$ cat src/hw/drive_ctrl_pkg.sv
// Register map, field layouts, codes and timing of the drive mode controller.
// Assumes a 20 MHz system clock and an AXI4-Lite register bus with 32-bit data.
package drive_ctrl_pkg;
  localparam logic [7:0]  OFF_CTRL    = 8'h00;
  localparam logic [7:0]  OFF_MODE    = 8'h04;
  localparam logic [7:0]  OFF_TRQ     = 8'h08;
  localparam logic [7:0]  OFF_POS     = 8'h0c;
  localparam logic [7:0]  OFF_CFG     = 8'h10;
  localparam logic [7:0]  OFF_STAT    = 8'h14;
  localparam logic [7:0]  OFF_AMODE   = 8'h18;
  localparam logic [7:0]  OFF_ATORQ   = 8'h1c;
  localparam logic [7:0]  OFF_APOSL   = 8'h20;
  localparam logic [7:0]  OFF_APOSH   = 8'h24;
  localparam logic [15:0] MODE_SPEED  = 16'h0000;
  localparam logic [15:0] MODE_POS    = 16'h0001;
  localparam logic [15:0] MODE_TRQ    = 16'h0002;
  localparam logic [15:0] MODE_HOME   = 16'h0003;
  localparam logic [7:0]  MI_REV_LIM  = 8'h2c;
  localparam logic [7:0]  MI_FWD_LIM  = 8'h2d;
  localparam logic [7:0]  MI_ORIGIN   = 8'h2e;
  localparam logic [1:0]  RESP_OKAY   = 2'h0;
  localparam logic [1:0]  RESP_SLVERR = 2'h2;
  localparam logic [31:0] WORD_ZERO   = 32'h0000_0000;
  localparam int          CLK_PERIOD_NS = 50;
  localparam int          MOVE_MIN_NS   = 1000000;
  localparam int          MOVE_MIN_CYC  = (MOVE_MIN_NS + CLK_PERIOD_NS - 1) / CLK_PERIOD_NS;
  localparam int          MI_PINS       = 3;
  localparam int          MI_W          = 8;

  typedef struct packed {
    logic lock;
    logic halt;
    logic qstop;
    logic home;
    logic absrel;
    logic move;
    logic servo;
  } ctrl_t;

  typedef struct packed {
    logic [7:0] mi2;
    logic [7:0] mi1;
    logic [7:0] mi0;
    logic [1:0] sby_opt;
    logic       abs_cfg;
    logic       no_z;
    logic       foc;
  } cfg_t;

  typedef struct packed {
    logic hbusy;
    logic zhold;
    logic sby;
    logic hfault;
    logic hdone;
    logic tgt;
    logic treach;
    logic ready;
  } stat_t;

  typedef enum logic [2:0] {H_IDLE, H_SEARCH, H_ZWAIT, H_DONE, H_FAULT} home_st_t;

  localparam ctrl_t       CTRL_RST = '0;
  localparam cfg_t        CFG_RST  = '{mi2: MI_ORIGIN, mi1: MI_FWD_LIM, mi0: MI_REV_LIM, default: '0};
  localparam logic [15:0] MODE_RST = MODE_SPEED;
endpackage : drive_ctrl_pkg

$ cat src/hw/drive_mode_ctrl.sv
// Mode controller of a motor drive: torque, homing and point-to-point position.
// Assumes encoder position and motor torque arrive on CLK_IN; sensor pins are asynchronous.
// Behaviour
// - Actual mode word reports running mode, speed 0.
// - Torque command carries target torque and limit.
// - Servo on in torque mode applies target.
// - Report actual torque and torque-attained flag.
// - Move trigger works only in position mode, servo.
// - Reference bit: 0 relative, 1 absolute target.
// - Home start works only in homing mode, servo.
// - Set homing done, flag homing fault.
// - Homing to position keeps servo on.
// - Actual position split into low, high words.
// - Input codes 44, 45, 46 map sensors.
// - Only Z index ends homing; none faults.
// - Scalar control homing servo on gives standby.
// - Field-oriented homing servo on holds zero speed.
// - Absolute select by bit or configuration.
// - Priority: servo, quick stop, halt, lock.
//
// The placing of the registers and register access over AXI4-Lite are this design's own decisions.
`timescale 1ns/10ps
`default_nettype none
module drive_mode_ctrl #(
  parameter int MOVE_MIN = drive_ctrl_pkg::MOVE_MIN_CYC
) (
  input  wire logic        CLK_IN,
  input  wire logic        RST_N_IN,
  input  wire logic [7:0]  AWADDR_IN,
  input  wire logic        AWVALID_IN,
  output logic             AWREADY_OUT,
  input  wire logic [31:0] WDATA_IN,
  input  wire logic [3:0]  WSTRB_IN,
  input  wire logic        WVALID_IN,
  output logic             WREADY_OUT,
  output logic [1:0]       BRESP_OUT,
  output logic             BVALID_OUT,
  input  wire logic        BREADY_IN,
  input  wire logic [7:0]  ARADDR_IN,
  input  wire logic        ARVALID_IN,
  output logic             ARREADY_OUT,
  output logic [31:0]      RDATA_OUT,
  output logic [1:0]       RRESP_OUT,
  output logic             RVALID_OUT,
  input  wire logic        RREADY_IN,
  input  wire logic [15:0] MOTOR_TORQUE_IN,
  input  wire logic [31:0] ENC_POS_IN,
  input  wire logic [2:0]  MI_PIN_IN,
  input  wire logic        ZPHASE_IN,
  output logic             EXCITE_OUT,
  output logic             QSTOP_OUT,
  output logic             HALT_OUT,
  output logic             FLOCK_OUT,
  output logic             TRQ_EN_OUT,
  output logic [15:0]      TRQ_CMD_OUT,
  output logic [15:0]      SPD_LIM_OUT,
  output logic [31:0]      POS_CMD_OUT,
  output logic             MOVE_GO_OUT,
  output logic             HOME_RUN_OUT,
  output logic             ZERO_HOLD_OUT,
  output logic             STANDBY_OUT,
  output logic [1:0]       SBY_OPT_OUT
);
  localparam int MW = $clog2(MOVE_MIN + 1);

  drive_ctrl_pkg::ctrl_t     ctrl_q;
  drive_ctrl_pkg::cfg_t      cfg_q;
  drive_ctrl_pkg::stat_t     stat;
  drive_ctrl_pkg::home_st_t  home_st_q;
  logic [15:0]               mode_q;
  logic [31:0]               trq_q;
  logic [31:0]               pos_q;
  logic [15:0]               act_mode_q;
  logic [15:0]               atorq_q;
  logic [31:0]               apos_q;
  logic [15:0]               apos_hi_q;
  logic                      aw_hold_q;
  logic                      w_hold_q;
  logic [7:0]                awaddr_q;
  logic [31:0]               wdata_q;
  logic [3:0]                wstrb_q;
  logic                      do_wr;
  logic                      wr_map;
  logic [31:0]               wr_old;
  logic [31:0]               wr_val;
  logic                      rd_take;
  logic                      rd_map;
  logic [31:0]               rd_word;
  logic [MW-1:0]             hold_q;
  logic                      move_ok;
  logic                      accept;
  logic                      moving_q;
  logic                      tgt_q;
  logic                      treach_q;
  logic                      home_prev_q;
  logic                      home_go;
  logic                      z_prev_q;
  logic                      z_edge;
  logic [drive_ctrl_pkg::MI_PINS:0] flt;
  logic [drive_ctrl_pkg::MI_PINS-1:0] hit_rev;
  logic [drive_ctrl_pkg::MI_PINS-1:0] hit_fwd;
  logic [drive_ctrl_pkg::MI_PINS-1:0] hit_org;
  logic [drive_ctrl_pkg::MI_PINS*drive_ctrl_pkg::MI_W-1:0] mi_vec;
  logic                      rev_lim;
  logic                      fwd_lim;
  logic                      org_hit;

  // Byte-lane merge of a write into the present register word.
  function automatic logic [31:0] merge(input logic [31:0] old_w, input logic [31:0] new_w,
                                        input logic [3:0] strb);
    logic [31:0] res;
    res = old_w;
    for (int b = 0; b < 4; b++) begin
      if (strb[b]) begin
        res[b*8 +: 8] = new_w[b*8 +: 8];
      end
    end
    return res;
  endfunction : merge

  // Register view at an address; the flag tells whether the address is mapped.
  function automatic logic [32:0] view(input logic [7:0] a);
    logic [32:0] r;
    r = {1'b1, drive_ctrl_pkg::WORD_ZERO};
    case (a)
      drive_ctrl_pkg::OFF_CTRL:  r[31:0] = 32'(ctrl_q);
      drive_ctrl_pkg::OFF_MODE:  r[31:0] = 32'(mode_q);
      drive_ctrl_pkg::OFF_TRQ:   r[31:0] = trq_q;
      drive_ctrl_pkg::OFF_POS:   r[31:0] = pos_q;
      drive_ctrl_pkg::OFF_CFG:   r[31:0] = 32'(cfg_q);
      drive_ctrl_pkg::OFF_STAT:  r[31:0] = 32'(stat);
      drive_ctrl_pkg::OFF_AMODE: r[31:0] = 32'(act_mode_q);
      drive_ctrl_pkg::OFF_ATORQ: r[31:0] = 32'(atorq_q);
      drive_ctrl_pkg::OFF_APOSL: r[31:0] = 32'(apos_q[15:0]);
      drive_ctrl_pkg::OFF_APOSH: r[31:0] = 32'(apos_hi_q);
      default:                   r = '0;
    endcase
    return r;
  endfunction : view

  // Write channel: address and data are taken in either order, then applied together.
  assign AWREADY_OUT = !aw_hold_q && !BVALID_OUT;
  assign WREADY_OUT  = !w_hold_q && !BVALID_OUT;
  assign do_wr       = aw_hold_q && w_hold_q;
  always_comb {wr_map, wr_old} = view(awaddr_q);
  assign wr_val      = merge(wr_old, wdata_q, wstrb_q);

  always_ff @(posedge CLK_IN or negedge RST_N_IN) begin
    if (!RST_N_IN) begin
      aw_hold_q  <= 1'b0;
      w_hold_q   <= 1'b0;
      awaddr_q   <= '0;
      wdata_q    <= '0;
      wstrb_q    <= '0;
      BVALID_OUT <= 1'b0;
      BRESP_OUT  <= drive_ctrl_pkg::RESP_OKAY;
    end else begin
      if (AWVALID_IN && AWREADY_OUT) begin
        aw_hold_q <= 1'b1;
        awaddr_q  <= {AWADDR_IN[7:2], 2'h0};
      end
      if (WVALID_IN && WREADY_OUT) begin
        w_hold_q <= 1'b1;
        wdata_q  <= WDATA_IN;
        wstrb_q  <= WSTRB_IN;
      end
      if (do_wr) begin
        aw_hold_q  <= 1'b0;
        w_hold_q   <= 1'b0;
        BVALID_OUT <= 1'b1;
        BRESP_OUT  <= wr_map ? drive_ctrl_pkg::RESP_OKAY : drive_ctrl_pkg::RESP_SLVERR;
      end else if (BVALID_OUT && BREADY_IN) begin
        BVALID_OUT <= 1'b0;
      end
    end
  end

  // Software-written registers; writes to read-only words are ignored.
  always_ff @(posedge CLK_IN or negedge RST_N_IN) begin
    if (!RST_N_IN) begin
      ctrl_q <= drive_ctrl_pkg::CTRL_RST;
      mode_q <= drive_ctrl_pkg::MODE_RST;
      trq_q  <= '0;
      pos_q  <= '0;
      cfg_q  <= drive_ctrl_pkg::CFG_RST;
    end else if (do_wr) begin
      case (awaddr_q)
        drive_ctrl_pkg::OFF_CTRL: ctrl_q <= wr_val[$bits(drive_ctrl_pkg::ctrl_t)-1:0];
        drive_ctrl_pkg::OFF_MODE: mode_q <= wr_val[15:0];
        drive_ctrl_pkg::OFF_TRQ:  trq_q  <= wr_val;
        drive_ctrl_pkg::OFF_POS:  pos_q  <= wr_val;
        drive_ctrl_pkg::OFF_CFG:  cfg_q  <= wr_val[$bits(drive_ctrl_pkg::cfg_t)-1:0];
        default: ;
      endcase
    end
  end

  // Read channel; a read of the low position word freezes the high word for a coherent pair.
  assign ARREADY_OUT = !RVALID_OUT;
  assign rd_take     = ARVALID_IN && ARREADY_OUT;
  always_comb {rd_map, rd_word} = view({ARADDR_IN[7:2], 2'h0});

  always_ff @(posedge CLK_IN or negedge RST_N_IN) begin
    if (!RST_N_IN) begin
      RVALID_OUT <= 1'b0;
      RDATA_OUT  <= '0;
      RRESP_OUT  <= drive_ctrl_pkg::RESP_OKAY;
      apos_hi_q  <= '0;
    end else begin
      if (rd_take) begin
        RVALID_OUT <= 1'b1;
        RDATA_OUT  <= rd_word;
        RRESP_OUT  <= rd_map ? drive_ctrl_pkg::RESP_OKAY : drive_ctrl_pkg::RESP_SLVERR;
        if ({ARADDR_IN[7:2], 2'h0} == drive_ctrl_pkg::OFF_APOSL) begin
          apos_hi_q <= apos_q[31:16];
        end
      end else if (RVALID_OUT && RREADY_IN) begin
        RVALID_OUT <= 1'b0;
      end
    end
  end

  // Sensor pins pass three flip-flops; a level counts once the last two agree.
  assign mi_vec = {cfg_q.mi2, cfg_q.mi1, cfg_q.mi0};
  for (genvar g = 0; g <= drive_ctrl_pkg::MI_PINS; g++) begin : g_pin
    logic s1_q;
    logic s2_q;
    logic s3_q;
    logic f_q;
    logic raw;
    assign raw    = (g == drive_ctrl_pkg::MI_PINS) ? ZPHASE_IN : MI_PIN_IN[g % drive_ctrl_pkg::MI_PINS];
    assign flt[g] = f_q;
    always_ff @(posedge CLK_IN or negedge RST_N_IN) begin
      if (!RST_N_IN) begin
        s1_q <= 1'b0;
        s2_q <= 1'b0;
        s3_q <= 1'b0;
        f_q  <= 1'b0;
      end else begin
        s1_q <= raw;
        s2_q <= s1_q;
        s3_q <= s2_q;
        if (s2_q == s3_q) begin
          f_q <= s3_q;
        end
      end
    end
    if (g < drive_ctrl_pkg::MI_PINS) begin : g_map
      logic [7:0] code;
      assign code       = mi_vec[g*drive_ctrl_pkg::MI_W +: drive_ctrl_pkg::MI_W];
      assign hit_rev[g] = f_q && (code == drive_ctrl_pkg::MI_REV_LIM);
      assign hit_fwd[g] = f_q && (code == drive_ctrl_pkg::MI_FWD_LIM);
      assign hit_org[g] = f_q && (code == drive_ctrl_pkg::MI_ORIGIN);
    end
  end
  assign rev_lim = |hit_rev;
  assign fwd_lim = |hit_fwd;
  assign org_hit = |hit_org;
  assign z_edge  = flt[drive_ctrl_pkg::MI_PINS] && !z_prev_q;

  // Feedback capture and actual mode report.
  always_ff @(posedge CLK_IN or negedge RST_N_IN) begin
    if (!RST_N_IN) begin
      act_mode_q <= drive_ctrl_pkg::MODE_RST;
      atorq_q    <= '0;
      apos_q     <= '0;
      z_prev_q   <= 1'b0;
    end else begin
      if (mode_q <= drive_ctrl_pkg::MODE_HOME) begin
        act_mode_q <= mode_q;
      end
      atorq_q  <= MOTOR_TORQUE_IN;
      apos_q   <= ENC_POS_IN;
      z_prev_q <= flt[drive_ctrl_pkg::MI_PINS];
    end
  end

  // Move trigger must stay high for the minimum time before a move starts.
  assign move_ok = ctrl_q.move && ctrl_q.servo && (mode_q == drive_ctrl_pkg::MODE_POS);
  assign accept  = move_ok && (hold_q == MW'(MOVE_MIN - 1));

  always_ff @(posedge CLK_IN or negedge RST_N_IN) begin
    if (!RST_N_IN) begin
      hold_q      <= '0;
      moving_q    <= 1'b0;
      tgt_q       <= 1'b0;
      MOVE_GO_OUT <= 1'b0;
      POS_CMD_OUT <= '0;
    end else begin
      MOVE_GO_OUT <= accept;
      if (!move_ok) begin
        hold_q <= '0;
      end else if (hold_q != MW'(MOVE_MIN)) begin
        hold_q <= hold_q + MW'(1);
      end
      if (accept) begin
        POS_CMD_OUT <= (ctrl_q.absrel || cfg_q.abs_cfg) ? pos_q : pos_q + ENC_POS_IN;
        moving_q    <= 1'b1;
        tgt_q       <= 1'b0;
      end else if (moving_q && (ENC_POS_IN == POS_CMD_OUT)) begin
        moving_q <= 1'b0;
        tgt_q    <= 1'b1;
      end
    end
  end

  // Origin search: proximity sensor first, then the encoder index marks the origin.
  assign home_go = ctrl_q.home && !home_prev_q && ctrl_q.servo && (mode_q == drive_ctrl_pkg::MODE_HOME);

  always_ff @(posedge CLK_IN or negedge RST_N_IN) begin
    if (!RST_N_IN) begin
      home_st_q   <= drive_ctrl_pkg::H_IDLE;
      home_prev_q <= 1'b0;
    end else begin
      home_prev_q <= ctrl_q.home;
      if (home_go) begin
        home_st_q <= drive_ctrl_pkg::H_SEARCH;
      end else begin
        case (home_st_q)
          drive_ctrl_pkg::H_SEARCH, drive_ctrl_pkg::H_ZWAIT: begin
            if (!ctrl_q.servo || cfg_q.no_z || (rev_lim && fwd_lim)) begin
              home_st_q <= drive_ctrl_pkg::H_FAULT;
            end else if (home_st_q == drive_ctrl_pkg::H_SEARCH && org_hit) begin
              home_st_q <= drive_ctrl_pkg::H_ZWAIT;
            end else if (home_st_q == drive_ctrl_pkg::H_ZWAIT && z_edge) begin
              home_st_q <= drive_ctrl_pkg::H_DONE;
            end
          end
          drive_ctrl_pkg::H_IDLE, drive_ctrl_pkg::H_DONE, drive_ctrl_pkg::H_FAULT: ;
          default: home_st_q <= drive_ctrl_pkg::H_IDLE;
        endcase
      end
    end
  end

  // Drive commands with the control priority applied.
  always_ff @(posedge CLK_IN or negedge RST_N_IN) begin
    if (!RST_N_IN) begin
      EXCITE_OUT    <= 1'b0;
      QSTOP_OUT     <= 1'b0;
      HALT_OUT      <= 1'b0;
      FLOCK_OUT     <= 1'b0;
      TRQ_EN_OUT    <= 1'b0;
      TRQ_CMD_OUT   <= '0;
      SPD_LIM_OUT   <= '0;
      HOME_RUN_OUT  <= 1'b0;
      ZERO_HOLD_OUT <= 1'b0;
      STANDBY_OUT   <= 1'b0;
      SBY_OPT_OUT   <= '0;
      treach_q      <= 1'b0;
    end else begin
      EXCITE_OUT    <= ctrl_q.servo;
      QSTOP_OUT     <= ctrl_q.servo && ctrl_q.qstop;
      HALT_OUT      <= ctrl_q.servo && !ctrl_q.qstop && ctrl_q.halt;
      FLOCK_OUT     <= ctrl_q.servo && !ctrl_q.qstop && !ctrl_q.halt && ctrl_q.lock;
      TRQ_EN_OUT    <= ctrl_q.servo && (act_mode_q == drive_ctrl_pkg::MODE_TRQ);
      TRQ_CMD_OUT   <= trq_q[15:0];
      SPD_LIM_OUT   <= trq_q[31:16];
      HOME_RUN_OUT  <= stat.hbusy;
      ZERO_HOLD_OUT <= ctrl_q.servo && !stat.hbusy && cfg_q.foc
                       && (act_mode_q == drive_ctrl_pkg::MODE_HOME);
      STANDBY_OUT   <= ctrl_q.servo && !stat.hbusy && !cfg_q.foc
                       && (act_mode_q == drive_ctrl_pkg::MODE_HOME);
      SBY_OPT_OUT   <= cfg_q.sby_opt;
      treach_q      <= TRQ_EN_OUT && (atorq_q == TRQ_CMD_OUT);
    end
  end

  assign stat.ready  = EXCITE_OUT;
  assign stat.treach = treach_q;
  assign stat.tgt    = tgt_q;
  assign stat.hdone  = (home_st_q == drive_ctrl_pkg::H_DONE);
  assign stat.hfault = (home_st_q == drive_ctrl_pkg::H_FAULT);
  assign stat.sby    = STANDBY_OUT;
  assign stat.zhold  = ZERO_HOLD_OUT;
  assign stat.hbusy  = (home_st_q == drive_ctrl_pkg::H_SEARCH) || (home_st_q == drive_ctrl_pkg::H_ZWAIT);

  chk_mode_report: assert property (@(posedge CLK_IN) disable iff (!RST_N_IN)
    mode_q <= drive_ctrl_pkg::MODE_HOME |=> act_mode_q == $past(mode_q))
    else $error("actual mode does not follow selection");
  chk_torque_apply: assert property (@(posedge CLK_IN) disable iff (!RST_N_IN)
    ctrl_q.servo && act_mode_q == drive_ctrl_pkg::MODE_TRQ |=> TRQ_EN_OUT && TRQ_CMD_OUT == $past(trq_q[15:0]))
    else $error("torque target not applied");
  chk_torque_flag: assert property (@(posedge CLK_IN) disable iff (!RST_N_IN)
    treach_q |-> $past(TRQ_EN_OUT) && $past(atorq_q) == $past(TRQ_CMD_OUT))
    else $error("torque attained without match");
  chk_move_gate: assert property (@(posedge CLK_IN) disable iff (!RST_N_IN)
    MOVE_GO_OUT |-> $past(mode_q == drive_ctrl_pkg::MODE_POS && ctrl_q.servo && ctrl_q.move)
                    && !$past(MOVE_GO_OUT))
    else $error("move started outside position mode");
  chk_abs_target: assert property (@(posedge CLK_IN) disable iff (!RST_N_IN)
    MOVE_GO_OUT |-> POS_CMD_OUT == ($past(ctrl_q.absrel || cfg_q.abs_cfg) ? $past(pos_q)
                                    : $past(pos_q) + $past(ENC_POS_IN)))
    else $error("move target wrongly referenced");
  chk_home_gate: assert property (@(posedge CLK_IN) disable iff (!RST_N_IN)
    home_st_q == drive_ctrl_pkg::H_SEARCH && $past(home_st_q) != drive_ctrl_pkg::H_SEARCH
    |-> $past(mode_q == drive_ctrl_pkg::MODE_HOME && ctrl_q.servo && ctrl_q.home))
    else $error("origin search started without homing mode");
  chk_home_index: assert property (@(posedge CLK_IN) disable iff (!RST_N_IN)
    $rose(stat.hdone) |-> $past(z_edge) && !$past(cfg_q.no_z))
    else $error("homing done without index");
  chk_servo_keep: assert property (@(posedge CLK_IN) disable iff (!RST_N_IN)
    $fell(ctrl_q.servo) |-> $past(do_wr && awaddr_q == drive_ctrl_pkg::OFF_CTRL))
    else $error("servo dropped without a write");
  chk_ctrl_order: assert property (@(posedge CLK_IN) disable iff (!RST_N_IN)
    QSTOP_OUT || HALT_OUT || FLOCK_OUT |-> EXCITE_OUT && $onehot({QSTOP_OUT, HALT_OUT, FLOCK_OUT}))
    else $error("control priority violated");
  chk_target_flag: assert property (@(posedge CLK_IN) disable iff (!RST_N_IN)
    $rose(tgt_q) |-> $past(ENC_POS_IN) == POS_CMD_OUT ##0 !MOVE_GO_OUT)
    else $error("target reached flag wrong");
  chk_standby_sel: assert property (@(posedge CLK_IN) disable iff (!RST_N_IN)
    STANDBY_OUT || ZERO_HOLD_OUT |-> !(STANDBY_OUT && ZERO_HOLD_OUT) && STANDBY_OUT == !$past(cfg_q.foc))
    else $error("standby and zero hold mixed");
  chk_bus_hold: assert property (@(posedge CLK_IN) disable iff (!RST_N_IN)
    BVALID_OUT && !BREADY_IN |=> BVALID_OUT && $stable(BRESP_OUT))
    else $error("write response dropped");
endmodule : drive_mode_ctrl
`default_nettype wire

$ cat config.mk
export PLATFORM = sky130hd
export DESIGN_NAME = drive_mode_ctrl
export DESIGN_NICKNAME = d
export VERILOG_FILES = /design/src/hw/drive_ctrl_pkg.sv /design/src/hw/drive_mode_ctrl.sv
export SDC_FILE = /design/constraint.sdc
export NUM_CORES = 1
export LEC_CHECK = 0
export ABC_CLOCK_PERIOD_IN_PS = 3400
export BUFFER_PORTS_ARGS = -buffer_cell sky130_fd_sc_hd__buf_4
export CORE_UTILIZATION = 45
export DETAILED_ROUTE_END_ITERATION = 8
export GPL_ROUTABILITY_DRIVEN = 0
export HOLD_SLACK_MARGIN = 0.08
export SETUP_SLACK_MARGIN = 0.2
export SLEW_MARGIN = 5
export SYNTH_ARGS = -nofsm -noshare
export SYNTH_HDL_FRONTEND = slang
export SYNTH_SLANG_ARGS = --single-unit
export TNS_END_PERCENT = 30
$ cat constraint.sdc
create_clock -name CLK_IN -period 3.4 [get_ports CLK_IN]
set_input_delay 0.34 -clock CLK_IN [delete_from_list [all_inputs] [get_ports CLK_IN]]
set_output_delay 0.34 -clock CLK_IN [all_outputs]
set_load 0.1 [all_outputs]
==> reports/summary.txt <==
result of the run: finished with violations
violations in the final reports: DRC
share of the yosys chip area belonging to registers: 54.8%
worst slew slack as a fraction of its limit: 31.8%
pin count of the biggest net entering global routing: 99
area grow syn2layout: 27.8%
CP Max Fanout: 5
proportion of register bits with asynchronous set or reset after synthesis: 100%
Top FF cell, synth: sky130_fd_sc_hd__dfrtp_1
largest area contributor in the synthesized netlist: sky130_fd_sc_hd__dfrtp_1
slew at the pin closest to its max-slew limit: 1.02 ns
Total Routing Usage GR: 29.0%
ANT nets after route: 0
final global-route overflow total: 0
CTS tree: done
portion of the clock cycle consumed by the worst path in the final layout: 88.9%
areal power density over the cells: 745 nW/µm²
via count of the routed design: 14,546
reg-to-reg startpoint: pos_q[8]
Worst Hold Launch: ARADDR_IN[7]
category of the most critical setup path: in2reg
worst path required time: 3.91 ns
DRC violations left: 2
number of levels the H-tree was split into: 2
wire length of the first global-routing pass: 89,000 µm
half-perimeter wire length of the detailed placement result: 41,500 µm
vias in the first global route: 14,380
RSZ-0062 raised after global routing: yes
leakage power figure: 10.4 nW
number of max-slew violations in the final report: 0
maximum clock skew at final layout: 0.0233 ns
post-detailed-route wirelength per cell: 23.2 µm
Max Fclk: 331 MHz
Die Y: 201 µm
post-synthesis cell type count: 72
YS warnings: 0
post-CTS setup repair buffer count: 0
post-synthesis instance area: 17,800 µm²
Port-buffer cells: 220
number of setup violations in the final report: 0
top cell type's share of synthesized area: 53.1%
cell count after placement: 2,331
latest clock arrival within the worst-skew pair: 0.58 ns
Post-Synthesis Mean Instance Area: 10.9 µm²
number of clock buffers inserted by TritonCTS: 43
CP Capture Type: register
count of final hold-check violations: 0
kind of path behind the tightest hold check: in2reg
Bufs on Longest Clock Path: 3
Total Routed Length: 58,300 µm
clock slew at the register clock pins of the worst setup and hold paths: 0.06 ns
number of instances in the synthesized netlist: 1,634
DRT Pass-1 Iters: 9
Non-Filler Instances: 2,508
source of the critical timing path: ENC_POS_IN[8]
die width: 201 µm
worst endpoint data arrival time: 3.53 ns
total number of placement rows: 72
initial standard-cell utilization of the core: 45.9%
violation count after the first detailed-route iteration: 1,691
Area contributors post-synth: sky130_fd_sc_hd__dfrtp_1 (53%), sky130_fd_sc_hd__mux2_2 (6.1%), sky130_fd_sc_hd__o21ai_0 (5.0%), sky130_fd_sc_hd__nand2_1 (4.6%), sky130_fd_sc_hd__a222oi_1 (3.0%)
Net count, final: 2,100
startpoint type of the worst setup path: primary input
Top-Level Pins: 227
count of max-cap constraint violations: 0
shortest clock period the worst path allows after layout: 3.02 ns
die footprint: 40,500 µm²
number of storage elements in the synthesis netlist: 390
total of fill cells in the finished design: 3,297
fraction of final layout cells with drive strength greater than 1: 24.1%
antenna violations before repair: 0
average via count per standard cell: 5.80
Root Buffer: sky130_fd_sc_hd__clkbuf_16
final cell utilization of the core: 58.6%
total negative slack for setup checks: 0 ns
Sink Count: 390
number of enable flip-flop cells after synthesis: 0
worst supply voltage drop on vdd: 0.748 mV
core box area: 38,900 µm²
## through the flow
| step | setup WS, ns | cell area (µm²) | power, mW | hold WS, ns |
|---|---|---|---|---|
| global route | 0.180 | 22800 | 17.7 | 0.236 |
| finish | 0.378 | 22800 | 17.0 | 0.182 |
| detailed placement | 0.350 | 20200 | 11.6 | 0.336 |
| CTS | 0.296 | 22800 | 17.0 | 0.155 |
| floorplan | 0.220 | 17900 | 9.73 | 0.0444 |
| global placement | 0.382 | 20200 | 11.6 | 0.335 |
## worst paths after layout
check                                  endpoint  slack (ns)  cells after the start
worst max-delay path            POS_CMD_OUT[25]        0.38                     13
worst min-delay path              RDATA_OUT[13]        0.18                      4
worst max register to register  POS_CMD_OUT[25]        0.43                     11
worst min register to register    g_pin[3].s2_q        0.35                      0
max in group asynchronous          apos_hi_q[5]        2.04                      3
min in group asynchronous          HOME_RUN_OUT        0.40                      2
## critical path, cell delays in order
cell,delay [ns]
sky130_fd_sc_hd__dlygate4sd3_1,0.57
sky130_fd_sc_hd__buf_4,0.18
sky130_fd_sc_hd__ha_1,0.37
sky130_fd_sc_hd__a21oi_1,0.14
sky130_fd_sc_hd__o21ai_0,0.11
sky130_fd_sc_hd__or3_1,0.33
sky130_fd_sc_hd__o21ai_0,0.21
sky130_fd_sc_hd__buf_4,0.18
sky130_fd_sc_hd__a21oi_1,0.09
sky130_fd_sc_hd__o211ai_1,0.36
sky130_fd_sc_hd__a21boi_0,0.14
sky130_fd_sc_hd__o311ai_0,0.34
sky130_fd_sc_hd__o21a_1,0.17
## cell type report
class	count	area, µm²	area share (%)
Timing Repair Buffer	365	3080	13.5
Antenna cell	1	2.50	0.0110
Sequential cell	390	9770	42.9
Clock buffer	53	1190	5.20
Inverter	33	136	0.598
Clock inverter	26	409	1.79
Tap cell	518	648	2.84
Multi-Input combinational cell	1122	7570	33.2
## cell usage in the layout, fill, tap and decap left out, drive strengths merged, types with 14 or more instances in the layout
master	instances
a221oi	14
mux2	96
nand2	220
buf	268
xor2	25
a222oi	53
o21ai	182
a21oi	71
inv	34
clkbuf	53
dfrtp	379
mux2i	22
and2	27
dlygate4sd3	97
nand3	29
xnor2	57
nand4	18
a22oi	22
ha	33
nor2	79
## sequential cells by signal, summed over array words and instances, names as in the netlist, 2 cells and up
register,cells
ctrl_q,7
apos_q,32
act_mode_q,16
g_pin.g_map.code,24
g_pin.s1_q,4
g_pin.s3_q,4
TRQ_CMD_OUT,16
home_st_q,3
wdata_q,32
SPD_LIM_OUT,16
apos_hi_q,16
RDATA_OUT,32
mode_q,16
cfg_q,5
SBY_OPT_OUT,2
g_pin.s2_q,4
wstrb_q,4
awaddr_q,6
trq_q,32
atorq_q,16
hold_q,15
POS_CMD_OUT,32
g_pin.f_q,4
pos_q,32
## synth_stat cells, types with 14 or more instances
cell and count:
sky130_fd_sc_hd__dfrtp_1 379, sky130_fd_sc_hd__nand2_1 219, sky130_fd_sc_hd__o21ai_0 179, sky130_fd_sc_hd__mux2_2 96, sky130_fd_sc_hd__nor2_1 79, sky130_fd_sc_hd__clkbuf_1 75, sky130_fd_sc_hd__a21oi_1 71, sky130_fd_sc_hd__xnor2_1 57
sky130_fd_sc_hd__a222oi_1 53, sky130_fd_sc_hd__ha_1 33, sky130_fd_sc_hd__inv_1 32, sky130_fd_sc_hd__nand3_1 29, sky130_fd_sc_hd__and2_1 27, sky130_fd_sc_hd__xor2_1 25, sky130_fd_sc_hd__a22oi_1 22, sky130_fd_sc_hd__mux2i_1 22
sky130_fd_sc_hd__nand4_1 17, sky130_fd_sc_hd__a221oi_1 14
## cell families after synthesis
logic type | synth area share, %
AND/OR/NAND/NOR | 11.9
buffers and inverters | 2.93
multiplexers | 8.81
AO/OA/AOI/OAI | 14.9
XOR/XNOR | 4.02
flip-flops | 54.8
adder cells (fa/ha/maj) | 2.65
other | 0.0210
## power by group
part | internal, mW | switching [mW] | leakage, nW
clock network | 3.26 | 2.00 | 0.778
logic | 1.76 | 3.35 | 4.62
registers | 5.52 | 1.11 | 4.97
total | 10.5 | 6.45 | 10.4
## routing by layer
layer	track usage, %	vias up	part of all wire [%]
met1	41.0	7186	42
met5	0	-	0
met2	44.9	679	46
met3	5.30	109	8.1
li1	-	6572	-
met4	10.4	0	3.5
## repair_timing
item / in CTS / in global routing
gates resized for setup: 0 / 2
hold buffers: 97 / 0
endpoints found under the setup margin: 0 / 2
endpoints found under the hold margin: 181 / 0
No activity file was read; power rests on OpenSTA's default activity.
